[src/ecc_cfg.svh]
// Purpose: Constants for the encoder counter control block
// Assumes: 100 MHz system clock, APB byte addresses
// Notes:   Shared by the package and the design module
`ifndef ECC_CFG_SVH
`define ECC_CFG_SVH
// Register byte offsets
`define ECC_STAT_OFS 12'h068
`define ECC_CTRL_OFS 12'h06C
`define ECC_CNT0_OFS 12'h070
`define ECC_CNT1_OFS 12'h074
`define ECC_CNT2_OFS 12'h078
`define ECC_CNT3_OFS 12'h07C
`define ECC_CTRL_RST 32'h00000000
// Per-channel slice layout in the control word
`define ECC_CH_STRIDE 8
`define ECC_MODE_LSB 0
`define ECC_GATE_LSB 2
`define ECC_RST_LSB 4
`define ECC_FILT_BIT 7
// Input positions inside a channel's group of three
`define ECC_A_SEL 0
`define ECC_B_SEL 1
`define ECC_I_SEL 2
// Counting modes
`define ECC_MODE_QUAD 2'h0
`define ECC_MODE_RISE 2'h1
`define ECC_MODE_FALL 2'h2
`define ECC_MODE_BOTH 2'h3
// Count gating codes
`define ECC_GATE_ON 2'h0
`define ECC_GATE_OFF 2'h1
`define ECC_GATE_IDXLO 2'h2
`define ECC_GATE_IDXHI 2'h3
// Reset source codes
`define ECC_RST_NONE 3'h0
`define ECC_RST_HOLD 3'h1
`define ECC_RST_LVLLO 3'h2
`define ECC_RST_LVLHI 3'h3
`define ECC_RST_RISE 3'h4
`define ECC_RST_FALL 3'h5
`define ECC_RST_EDGE 3'h6
// Noise filter timing
`define ECC_CLK_NS 10
`define ECC_FILT_NS 320
`define ECC_FILT_CYC ((`ECC_FILT_NS + `ECC_CLK_NS - 1) / `ECC_CLK_NS)
`define ECC_FCNT_W 6
`endif

[src/ecc_pkg.sv]
// Purpose: Types for the encoder counter control block
// Assumes: Constants come from ecc_cfg.svh
// Notes:   Whole module state is one packed struct
`include "ecc_cfg.svh"
package ecc_pkg;
  // Complete register state of the block
  typedef struct packed {
    logic [11:0]                  meta;
    logic [11:0]                  sync;
    logic [11:0][`ECC_FCNT_W-1:0] fcnt;
    logic [11:0]                  flt;
    logic [11:0]                  prev;
    logic [31:0]                  ctrl;
    logic [3:0][31:0]             cnt;
    logic [31:0]                  prdata;
    logic                         pready;
    logic                         pslverr;
  } ecc_state_t;
endpackage : ecc_pkg

[src/ecc_encoder_control.sv]
// Purpose: Four-channel incremental encoder counter with shared control
// Assumes: APB slave, one wait state per access
// Notes:   Encoder pins are asynchronous and are double-synchronised
`timescale 1ns/1ps
`include "ecc_cfg.svh"

module ecc_encoder_control (
  input  wire logic        CLK_SYS_I,
  input  wire logic        RST_I,
  // APB slave
  input  wire logic        PSEL_I,
  input  wire logic        PENABLE_I,
  input  wire logic        PWRITE_I,
  input  wire logic [11:0] PADDR_I,
  input  wire logic [31:0] PWDATA_I,
  input  wire logic [3:0]  PSTRB_I,
  output logic      [31:0] PRDATA_O,
  output logic             PREADY_O,
  output logic             PSLVERR_O,
  // Encoder pins, one bit per channel
  input  wire logic [3:0]  ENC_A_I,
  input  wire logic [3:0]  ENC_B_I,
  input  wire logic [3:0]  ENC_I_I
);

  // Gating decode, shared by every channel
  function automatic logic gate_open(
    input logic [1:0] code,
    input logic       idx
  );
    logic ok;
    ok = 1'b0;
    case (code)
      `ECC_GATE_ON:    ok = 1'b1;
      `ECC_GATE_OFF:   ok = 1'b0;
      `ECC_GATE_IDXLO: ok = ~idx;
      `ECC_GATE_IDXHI: ok = idx;
      default:         ok = 1'b0;
    endcase
    return ok;
  endfunction : gate_open

  // Reset source decode; reserved code clears nothing
  function automatic logic clear_now(
    input logic [2:0] code,
    input logic       idx,
    input logic       idx_prev
  );
    logic clr;
    clr = 1'b0;
    case (code)
      `ECC_RST_NONE:  clr = 1'b0;
      `ECC_RST_HOLD:  clr = 1'b1;
      `ECC_RST_LVLLO: clr = ~idx;
      `ECC_RST_LVLHI: clr = idx;
      `ECC_RST_RISE:  clr = idx & ~idx_prev;
      `ECC_RST_FALL:  clr = ~idx & idx_prev;
      `ECC_RST_EDGE:  clr = idx ^ idx_prev;
      default:        clr = 1'b0;
    endcase
    return clr;
  endfunction : clear_now

  // Step and direction decode, returns {step, up}
  function automatic logic [1:0] step_dir(
    input logic [1:0] mode,
    input logic       a,
    input logic       b,
    input logic       pa,
    input logic       pb
  );
    logic st;
    logic up;
    st = 1'b0;
    up = 1'b0;
    case (mode)
      `ECC_MODE_QUAD: begin
        // A lone transition on A or B is one step; both at
        // once is a phase error and is not counted
        st = (a ^ pa) ^ (b ^ pb);
        up = a ^ pb;
      end
      `ECC_MODE_RISE: begin
        st = a & ~pa;
        up = b;
      end
      `ECC_MODE_FALL: begin
        st = ~a & pa;
        up = b;
      end
      `ECC_MODE_BOTH: begin
        st = a ^ pa;
        up = b;
      end
      default: begin
        st = 1'b0;
        up = 1'b0;
      end
    endcase
    return {st, up};
  endfunction : step_dir

  // State of the whole block
  ecc_pkg::ecc_state_t st_reg;
  ecc_pkg::ecc_state_t st_next;

  // Per-input and per-channel results of the generate loop
  logic [11:0]            raw_pins;
  logic [`ECC_FCNT_W-1:0] fcnt_next [12];
  logic                   flt_next  [12];
  logic                   lvl       [12];
  logic [31:0]            cnt_next  [4];

  // APB phase decode
  logic acc_first;
  logic acc_last;
  logic [31:0] rd_data;
  logic        rd_hit;

  // Last filter count before the filtered level may follow
  localparam logic [`ECC_FCNT_W-1:0] FCNT_LAST =
    `ECC_FCNT_W'(`ECC_FILT_CYC - 1);

  // One slice per channel: pins, filters, decode, counter
  for (genvar c = 0; c < 4; c++) begin : g_ch
    localparam int BASE = c * `ECC_CH_STRIDE;
    localparam int K0   = 3 * c;

    logic [1:0] mode;
    logic [1:0] gate;
    logic [2:0] rsrc;
    logic       filt_en;
    logic       a;
    logic       b;
    logic       idx;
    logic       pa;
    logic       pb;
    logic       pidx;
    logic [1:0] sd;
    logic       clr;
    logic       go;

    // Pin grouping: A, B, index
    assign raw_pins[K0 + `ECC_A_SEL] = ENC_A_I[c];
    assign raw_pins[K0 + `ECC_B_SEL] = ENC_B_I[c];
    assign raw_pins[K0 + `ECC_I_SEL] = ENC_I_I[c];

    // Field slices, identical layout for every channel
    assign mode    = st_reg.ctrl[BASE + `ECC_MODE_LSB +: 2];
    assign gate    = st_reg.ctrl[BASE + `ECC_GATE_LSB +: 2];
    assign rsrc    = st_reg.ctrl[BASE + `ECC_RST_LSB +: 3];
    assign filt_en = st_reg.ctrl[BASE + `ECC_FILT_BIT];

    // Stability filter per input; it keeps running while
    // bypassed so enabling it shows no stale level once the input has held for 32 cycles
    for (genvar j = 0; j < 3; j++) begin : g_in
      localparam int K = K0 + j;
      logic same;
      logic done;
      assign same = st_reg.sync[K] == st_reg.flt[K];
      assign done = st_reg.fcnt[K] == FCNT_LAST;
      assign fcnt_next[K] = (same | done) ?
        '0 : st_reg.fcnt[K] + 1'b1;
      assign flt_next[K] = (~same & done) ?
        st_reg.sync[K] : st_reg.flt[K];
      assign lvl[K] = filt_en ?
        st_reg.flt[K] : st_reg.sync[K];
    end

    // Current and previous levels after the filter choice
    assign a    = lvl[K0 + `ECC_A_SEL];
    assign b    = lvl[K0 + `ECC_B_SEL];
    assign idx  = lvl[K0 + `ECC_I_SEL];
    assign pa   = st_reg.prev[K0 + `ECC_A_SEL];
    assign pb   = st_reg.prev[K0 + `ECC_B_SEL];
    assign pidx = st_reg.prev[K0 + `ECC_I_SEL];

    // Decode of the three settings
    assign sd  = step_dir(mode, a, b, pa, pb);
    assign clr = clear_now(rsrc, idx, pidx);
    assign go  = gate_open(gate, idx) & sd[1];

    // Clear wins over counting; value wraps both ways
    always_comb begin
      if (clr) begin
        cnt_next[c] = '0;
      end else if (go && sd[0]) begin
        cnt_next[c] = st_reg.cnt[c] + 32'h1;
      end else if (go) begin
        cnt_next[c] = st_reg.cnt[c] - 32'h1;
      end else begin
        cnt_next[c] = st_reg.cnt[c];
      end
    end
  end

  // APB: first access cycle loads the answer, second ends it
  assign acc_first = PSEL_I & PENABLE_I & ~st_reg.pready;
  assign acc_last  = PSEL_I & PENABLE_I & st_reg.pready;

  // Read mux; status shows index levels after the filter choice
  always_comb begin
    rd_data = '0;
    rd_hit  = 1'b1;
    case (PADDR_I[11:2])
      10'(`ECC_STAT_OFS >> 2): begin
        for (int c = 0; c < 4; c++) begin
          rd_data[c * `ECC_CH_STRIDE] = lvl[3 * c + `ECC_I_SEL];
        end
      end
      10'(`ECC_CTRL_OFS >> 2): rd_data = st_reg.ctrl;
      10'(`ECC_CNT0_OFS >> 2): rd_data = st_reg.cnt[0];
      10'(`ECC_CNT1_OFS >> 2): rd_data = st_reg.cnt[1];
      10'(`ECC_CNT2_OFS >> 2): rd_data = st_reg.cnt[2];
      10'(`ECC_CNT3_OFS >> 2): rd_data = st_reg.cnt[3];
      default:                 rd_hit  = 1'b0;
    endcase
  end

  // Next state of the whole block
  always_comb begin
    st_next = st_reg;

    // Two-stage synchroniser; stage one feeds stage two only
    st_next.meta = raw_pins;
    st_next.sync = st_reg.meta;

    // Filters and edge history
    for (int k = 0; k < 12; k++) begin
      st_next.fcnt[k] = fcnt_next[k];
      st_next.flt[k]  = flt_next[k];
      st_next.prev[k] = lvl[k];
    end

    // Counters
    for (int c = 0; c < 4; c++) begin
      st_next.cnt[c] = cnt_next[c];
    end

    // Bus answer: valid for the single completing cycle
    st_next.pready  = acc_first;
    st_next.prdata  = '0;
    st_next.pslverr = 1'b0;
    if (acc_first) begin
      st_next.pslverr = ~rd_hit;
      if (!PWRITE_I) begin
        st_next.prdata = rd_data;
      end
    end

    // Control write lands on the completing edge only
    if (acc_last && PWRITE_I &&
        PADDR_I[11:2] == 10'(`ECC_CTRL_OFS >> 2)) begin
      for (int n = 0; n < 4; n++) begin
        if (PSTRB_I[n]) begin
          st_next.ctrl[n * 8 +: 8] = PWDATA_I[n * 8 +: 8];
        end
      end
    end
  end

  // Single state register, synchronous reset
  always_ff @(posedge CLK_SYS_I) begin
    if (RST_I) begin
      st_reg      <= '0;
      st_reg.ctrl <= `ECC_CTRL_RST;
    end else begin
      st_reg <= st_next;
    end
  end

  // Outputs straight from the state register
  assign PRDATA_O  = st_reg.prdata;
  assign PREADY_O  = st_reg.pready;
  assign PSLVERR_O = st_reg.pslverr;

endmodule : ecc_encoder_control

[config.mk]
export PLATFORM = sky130hd
export DESIGN_NAME = ecc_encoder_control
export DESIGN_NICKNAME = d
export VERILOG_FILES = /design/src/ecc_pkg.sv /design/src/ecc_encoder_control.sv
export VERILOG_INCLUDE_DIRS = /design/src /design/src/src
export SDC_FILE = /design/constraint.sdc
export NUM_CORES = 1
export LEC_CHECK = 0
export BUFFER_PORTS_ARGS = -buffer_cell sky130_fd_sc_hd__clkbuf_2
export CAP_MARGIN = 10
export CORE_MARGIN = 2
export CORE_UTILIZATION = 30
export DETAILED_ROUTE_END_ITERATION = 10
export SLEW_MARGIN = 40
export SYNTH_ARGS = -nofsm -noshare
export SYNTH_HDL_FRONTEND = slang
export SYNTH_SLANG_ARGS = --single-unit
[constraint.sdc]
create_clock -name CLK_SYS_I -period 7.93 [get_ports CLK_SYS_I]
set_clock_uncertainty 0.05 [all_clocks]
set_input_delay 0.793 -clock CLK_SYS_I [delete_from_list [all_inputs] [get_ports CLK_SYS_I]]
set_output_delay 0.793 -clock CLK_SYS_I [all_outputs]
set_load 0.02 [all_outputs]
# Word level (Yosys, flattened, before mapping)
# Index checks and enable logic that the tools add are counted.
# totals
register_bits	314
inputBits	65
# op_classes
n_eq_ne	78
muxes	45
n_bitwise	98
n_reduce_logical	45
addsub	20
# op_table
op	count
$mux W32	8
$pmux W7 S5	4
$add A32 B1 Y32 const B	4
$sub A32 B1 Y32 const B	4
$add A6 B1 Y6 const B	12
$eq A6 B5 Y1 const B	12
$eq A10 B5 Y1 const B	6
$pmux W1 S6	8
$eq A3 B3 Y1 const B	12
$and A1 B1 Y1	35
$reduce_or A2 Y1	17
$eq A2 B2 Y1 const B	16
$pmux W1 S4	8
$not A1 Y1	31
$eq A3 B2 Y1 const B	8
$xor A1 B1 Y1	20
$eq A2 B1 Y1 const B	8
$logic_not A2 Y1	8
$reduce_or A3 Y1	5
$mux W1	13
$eq A1 B1 Y1	12
$eq A3 B1 Y1 const B	4
$or A1 B1 Y1	12
$pmux W1 S2	4
4 further kinds	15

# Logic depth before layout (Yosys ltp)
# logic_depth
word_depth	7
ltp_mapped	22
ltp_nobuf	20

# Least setup slack after synthesis
# OpenSTA, ideal clock, no wires.
# synth_timing
path_type	reg-to-reg
startpoint	reg st_reg, in the netlist g_ch[3].filt_en
endpoint	reg st_reg[160] (netlist name)
path_buffers	3
path_slack_ns	2.864
synth_period_minus_slack_ns	5.066
setup_ns	0.063
arrival_ns	4.953
path_stages_with_launch	22
path_cell_list	dfxtp_1 clkbuf_1 mux2i_1 ha_1 xor2_1 xnor2_1 o21ai_0 o211ai_1 clkbuf_1 buf_2 or2_2 ha_1 a21o_1 a21o_1 a21oi_1 o21ai_1 or3b_4 o2111ai_2 nand2_2 or4b_4 a31oi_1 nand3b_1
# synth_between
elab_chain_len	7
# synth_lines
item	line	source
from (decl)	ecc_encoder_control.sv:104	ecc_pkg::ecc_state_t st_reg;
from (signal assigned)	ecc_encoder_control.sv:268	st_reg <= st_next;
$mux W1	ecc_encoder_control.sv:166	assign lvl[K] = filt_en ?
$xor A1 B1 Y1 (tied with other cells)	ecc_encoder_control.sv:80, ecc_encoder_control.sv:92	
$xor A1 B1 Y1 or $and A1 B1 Y1 (tied branches)	ecc_encoder_control.sv:80, ecc_encoder_control.sv:88	
$pmux W1 S4	ecc_encoder_control.sv:76	case (mode)
$and A1 B1 Y1	ecc_encoder_control.sv:181	assign go = gate_open(gate, idx) & sd[1];
$logic_and A1 B1 Y1	ecc_encoder_control.sv:187	end else if (go && sd[0]) begin
$mux W32 or $reduce_bool A2 Y1 (tied branches)	-	
# Parallel ways exist; a longest one is shown, timed or not.
# A chain may end at the register's enable or synchronous reset.

# Worst setup path after layout
# layout_timing
startpoint	reg st_reg, in the netlist g_ch[0].filt_en
endpoint	reg st_reg[64] (netlist name)
# The elaborated chain is that of the path after synthesis.

==> run metrics <==
status=finished, final reports clean; WL final=48.55 mm; max reg flops=224; number of I/O port buffers=96; Primary FF master, synth=dfxtp_1; core area=0.06297 mm^2; Hold WC Path Type=register to register; final critical-path share of the clock period=78.04%; DP HPWL=35.10 mm; CP max stage delay=0.71 ns; H-tree levels=2; Synth Register Bits=314; mean routed wirelength per cell=15.09 um; met3 wire len=2.586 mm; Clock Latency Late Sink=0.54 ns; largest net degree at the start of global routing=65; Pins Over Slew Limit=0; layout filler cell count=6,605; crit path DAT=6.61 ns; gr usage total=14.46%; root buffer cell=clkbuf_16; reg2reg end=st_reg[64]; WHS Endpoint=st_reg[296]; antenna diode count=0; Hold Fails Final Rpt=0; Num CTS Buffers=35; metal2 WL=19.93 mm; Slowest-stage cell, CP=or2_2; # setup viols final=0; Synth async-reset ratio=0%; first-pass GRT wire length=78.11 mm; Vias=16,050; fmax=0.1616 GHz; Worst-path clk slew=0.06 ns; Setup CP Type=register to register; Worst setup EP type=register; worst slew pin tran=0.7933 ns; CP required=8.35 ns; syn_nets=2,523; vias per cell=4.989; Worst Setup Start Kind=register; Slew Limit Headroom=45.60%; Leak=9.108 nW; Final GP Congestion=0.9120; critical hold path startpoint=st_next[296]; Detail Route Antenna Nets=0; Area Overhead vs Synth=12.29%; GRT overflow=0; Pwr Density=376.0 mW/mm^2; Post-synth EDFFs=0; vias in the first global route=14,830; cell count after synthesis=2,305; sequential share of the synthesized area=32.95%; DIE WIDTH=256.2 um; Final Instance Area=0.02142 mm^2; fraction of layout cells with a size suffix above 1=10.29%; syn_area_per_cell=8.276 um^2; synthesized cell area=0.01908 mm^2; CTS Sinks=314; crit path cell chain=mux2i_1, ha_1, xor2_1, xnor2_1, nor2_1, a211o_1, nand3_2, buf_4, or2_2, ha_1, nor2b_1, o21ai_0, a21oi_1, o311a_1, a2111oi_4, nor2_1, a21boi_1, o41ai_1, a211o_1, nand3_1; Initial DRC Count=1,009; placed cell area=0.02025 mm^2; worst-case reg-to-reg path depth=20; Initial Util=30.30%; Max VDD drop=0.0001682 V; total iterations of the first detailed-routing run=5; postcts setup bufs=0; M1 WL=25.03 mm; post-cts sizing count=0; I/O pin total=99; RSZ-0062 raised after global routing=false; CTS tree=yes; post-layout minimum cycle time=6.188 ns; max_cap viols=0; Die Height=256.2 um; antenna violations before repair=0; Yosys cell types=77; Max FO, Critical Path=49; Die ar.=0.06562 mm^2; FF-to-FF Start=g_ch[0].filt_en; highest routed layer=met4; Post-CTS Hold Fix Bufs=0; Hold Path Cell Cnt=1; Worst R2R Setup Slack=1.74 ns; Yosys Warn Count=0; Cell Rows=92; DRC errors left=0; # nets final=2,566; Bufs on Longest Clock Path=3; Fin Setup TNS=0 ns
cell usage after synthesis, types with 32 or more instances:
| cell | number | area (um^2) |
|---|---|---|
| xor2_1 | 70 | 613.1 |
| nand2_1 | 106 | 397.9 |
| nand3_1 | 72 | 360.4 |
| clkbuf_1 | 63 | 236.5 |
| nor3_1 | 43 | 215.2 |
| dfxtp_1 | 314 | 6286 |
| xnor2_1 | 92 | 805.8 |
| nor2b_1 | 45 | 281.5 |
| inv_1 | 79 | 296.5 |
| a21oi_1 | 184 | 920.9 |
| a22oi_1 | 32 | 240.2 |
| ha_1 | 149 | 1864 |
| o21ai_0 | 75 | 375.4 |
| a21o_1 | 69 | 518.0 |
| nor2_1 | 421 | 1580 |
| buf_4 | 32 | 240.2 |
| mux2i_1 | 91 | 910.9 |
worst max-delay path, delay by kind of cell, from the launching register on:
kind                     cells  cell delay (ns)
multiplexers                 1             0.49
AND/OR/NAND/NOR              6             1.21
AO/OA/AOI/OAI                8             2.28
XOR/XNOR                     2             0.29
adder cells (fa/ha/maj)      2             0.73
buffers and inverters        1             0.44
flip-flops                   1             0.60
kinds of logic after synthesis:
family | after synthesis | synth area share, %
xor gates and xnor gates | 162 | 7.438
adders and majority gates | 153 | 10.19
DFF | 314 | 32.95
muxes | 122 | 6.605
and+or+nand+nor | 814 | 19.33
buffers and inverters | 190 | 4.434
AOI/OAI and AO/OA | 550 | 19.05
how the worst max path moves through the flow:
stage,from,end,slack (ns),cells after the start
2_1_floorplan,g_ch[3].filt_en,st_reg[160],2.86,21
3_3_place_gp,g_ch[0].filt_en,st_reg[65],1.88,20
3_5_place_dp,g_ch[0].filt_en,st_reg[64],1.88,20
4_1_cts,g_ch[0].filt_en,st_reg[64],1.84,20
5_1_grt,g_ch[0].filt_en,st_reg[64],1.36,21
6_report,g_ch[0].filt_en,st_reg[64],1.74,20
cell type report:
class	instances	area (um^2)	area share, %
clock inverters	13	188.9	0.8820
flip-flops and latches	314	6286	29.34
multi-input cells	1801	11970	55.88
inverters	79	296.5	1.384
repair buffers	117	640.6	2.990
clock buffers	47	980.9	4.579
well taps	846	1059	4.941
power breakdown:
group	internal (W)	switching, W
combinational	0.00200	0.00235
sequential	0.00181	0.000204
clock	0.00100	0.000684
total	0.00482	0.00324
through the flow:
stage / worst slack [ns] / power, W / hold WS [ns] / cells / util [%]
2_1_floorplan: 2.864 / 0.005553 / 0.3617 / 2305 / -
3_3_place_gp: 1.884 / 0.006308 / 0.3658 / 3157 / 32.16
3_5_place_dp: 1.882 / 0.006316 / 0.3737 / 3157 / 32.16
4_1_cts: 1.840 / 0.008059 / 0.3865 / 3217 / 34.02
5_1_grt: 1.358 / 0.008704 / 0.3987 / 3217 / 34.02
6_report: 1.742 / 0.008055 / 0.3854 / 3217 / 34.02
placed cells by master, fill, tap and decap left out, types with 17 or more instances in the layout:
cell	synthesis	final
nor2_1	421	419
dfxtp_1	314	314
a21oi_1	184	183
ha_1	149	149
nand2_1	106	106
clkbuf_2	0	94
xnor2_1	92	92
mux2i_1	91	91
inv_1	79	79
o21ai_0	75	75
xor2_1	70	70
nand3_1	72	70
a21o_1	69	68
nor2b_1	45	45
nor3_1	43	42
clkbuf_16	0	35
a22oi_1	32	32
mux2_2	31	31
a221oi_1	30	30
nand2b_1	29	29
buf_4	32	22
o21a_1	20	20
a31oi_1	19	19
a211oi_1	18	18
and3_1	17	17
layer usage:
metal  track usage, %  up-vias
met2            21.74      340
li1                 -     8229
met1            21.19     7422
met3            2.412       58
met4            3.817        0
met5                0        -
(Power assumes the default switching activity.)
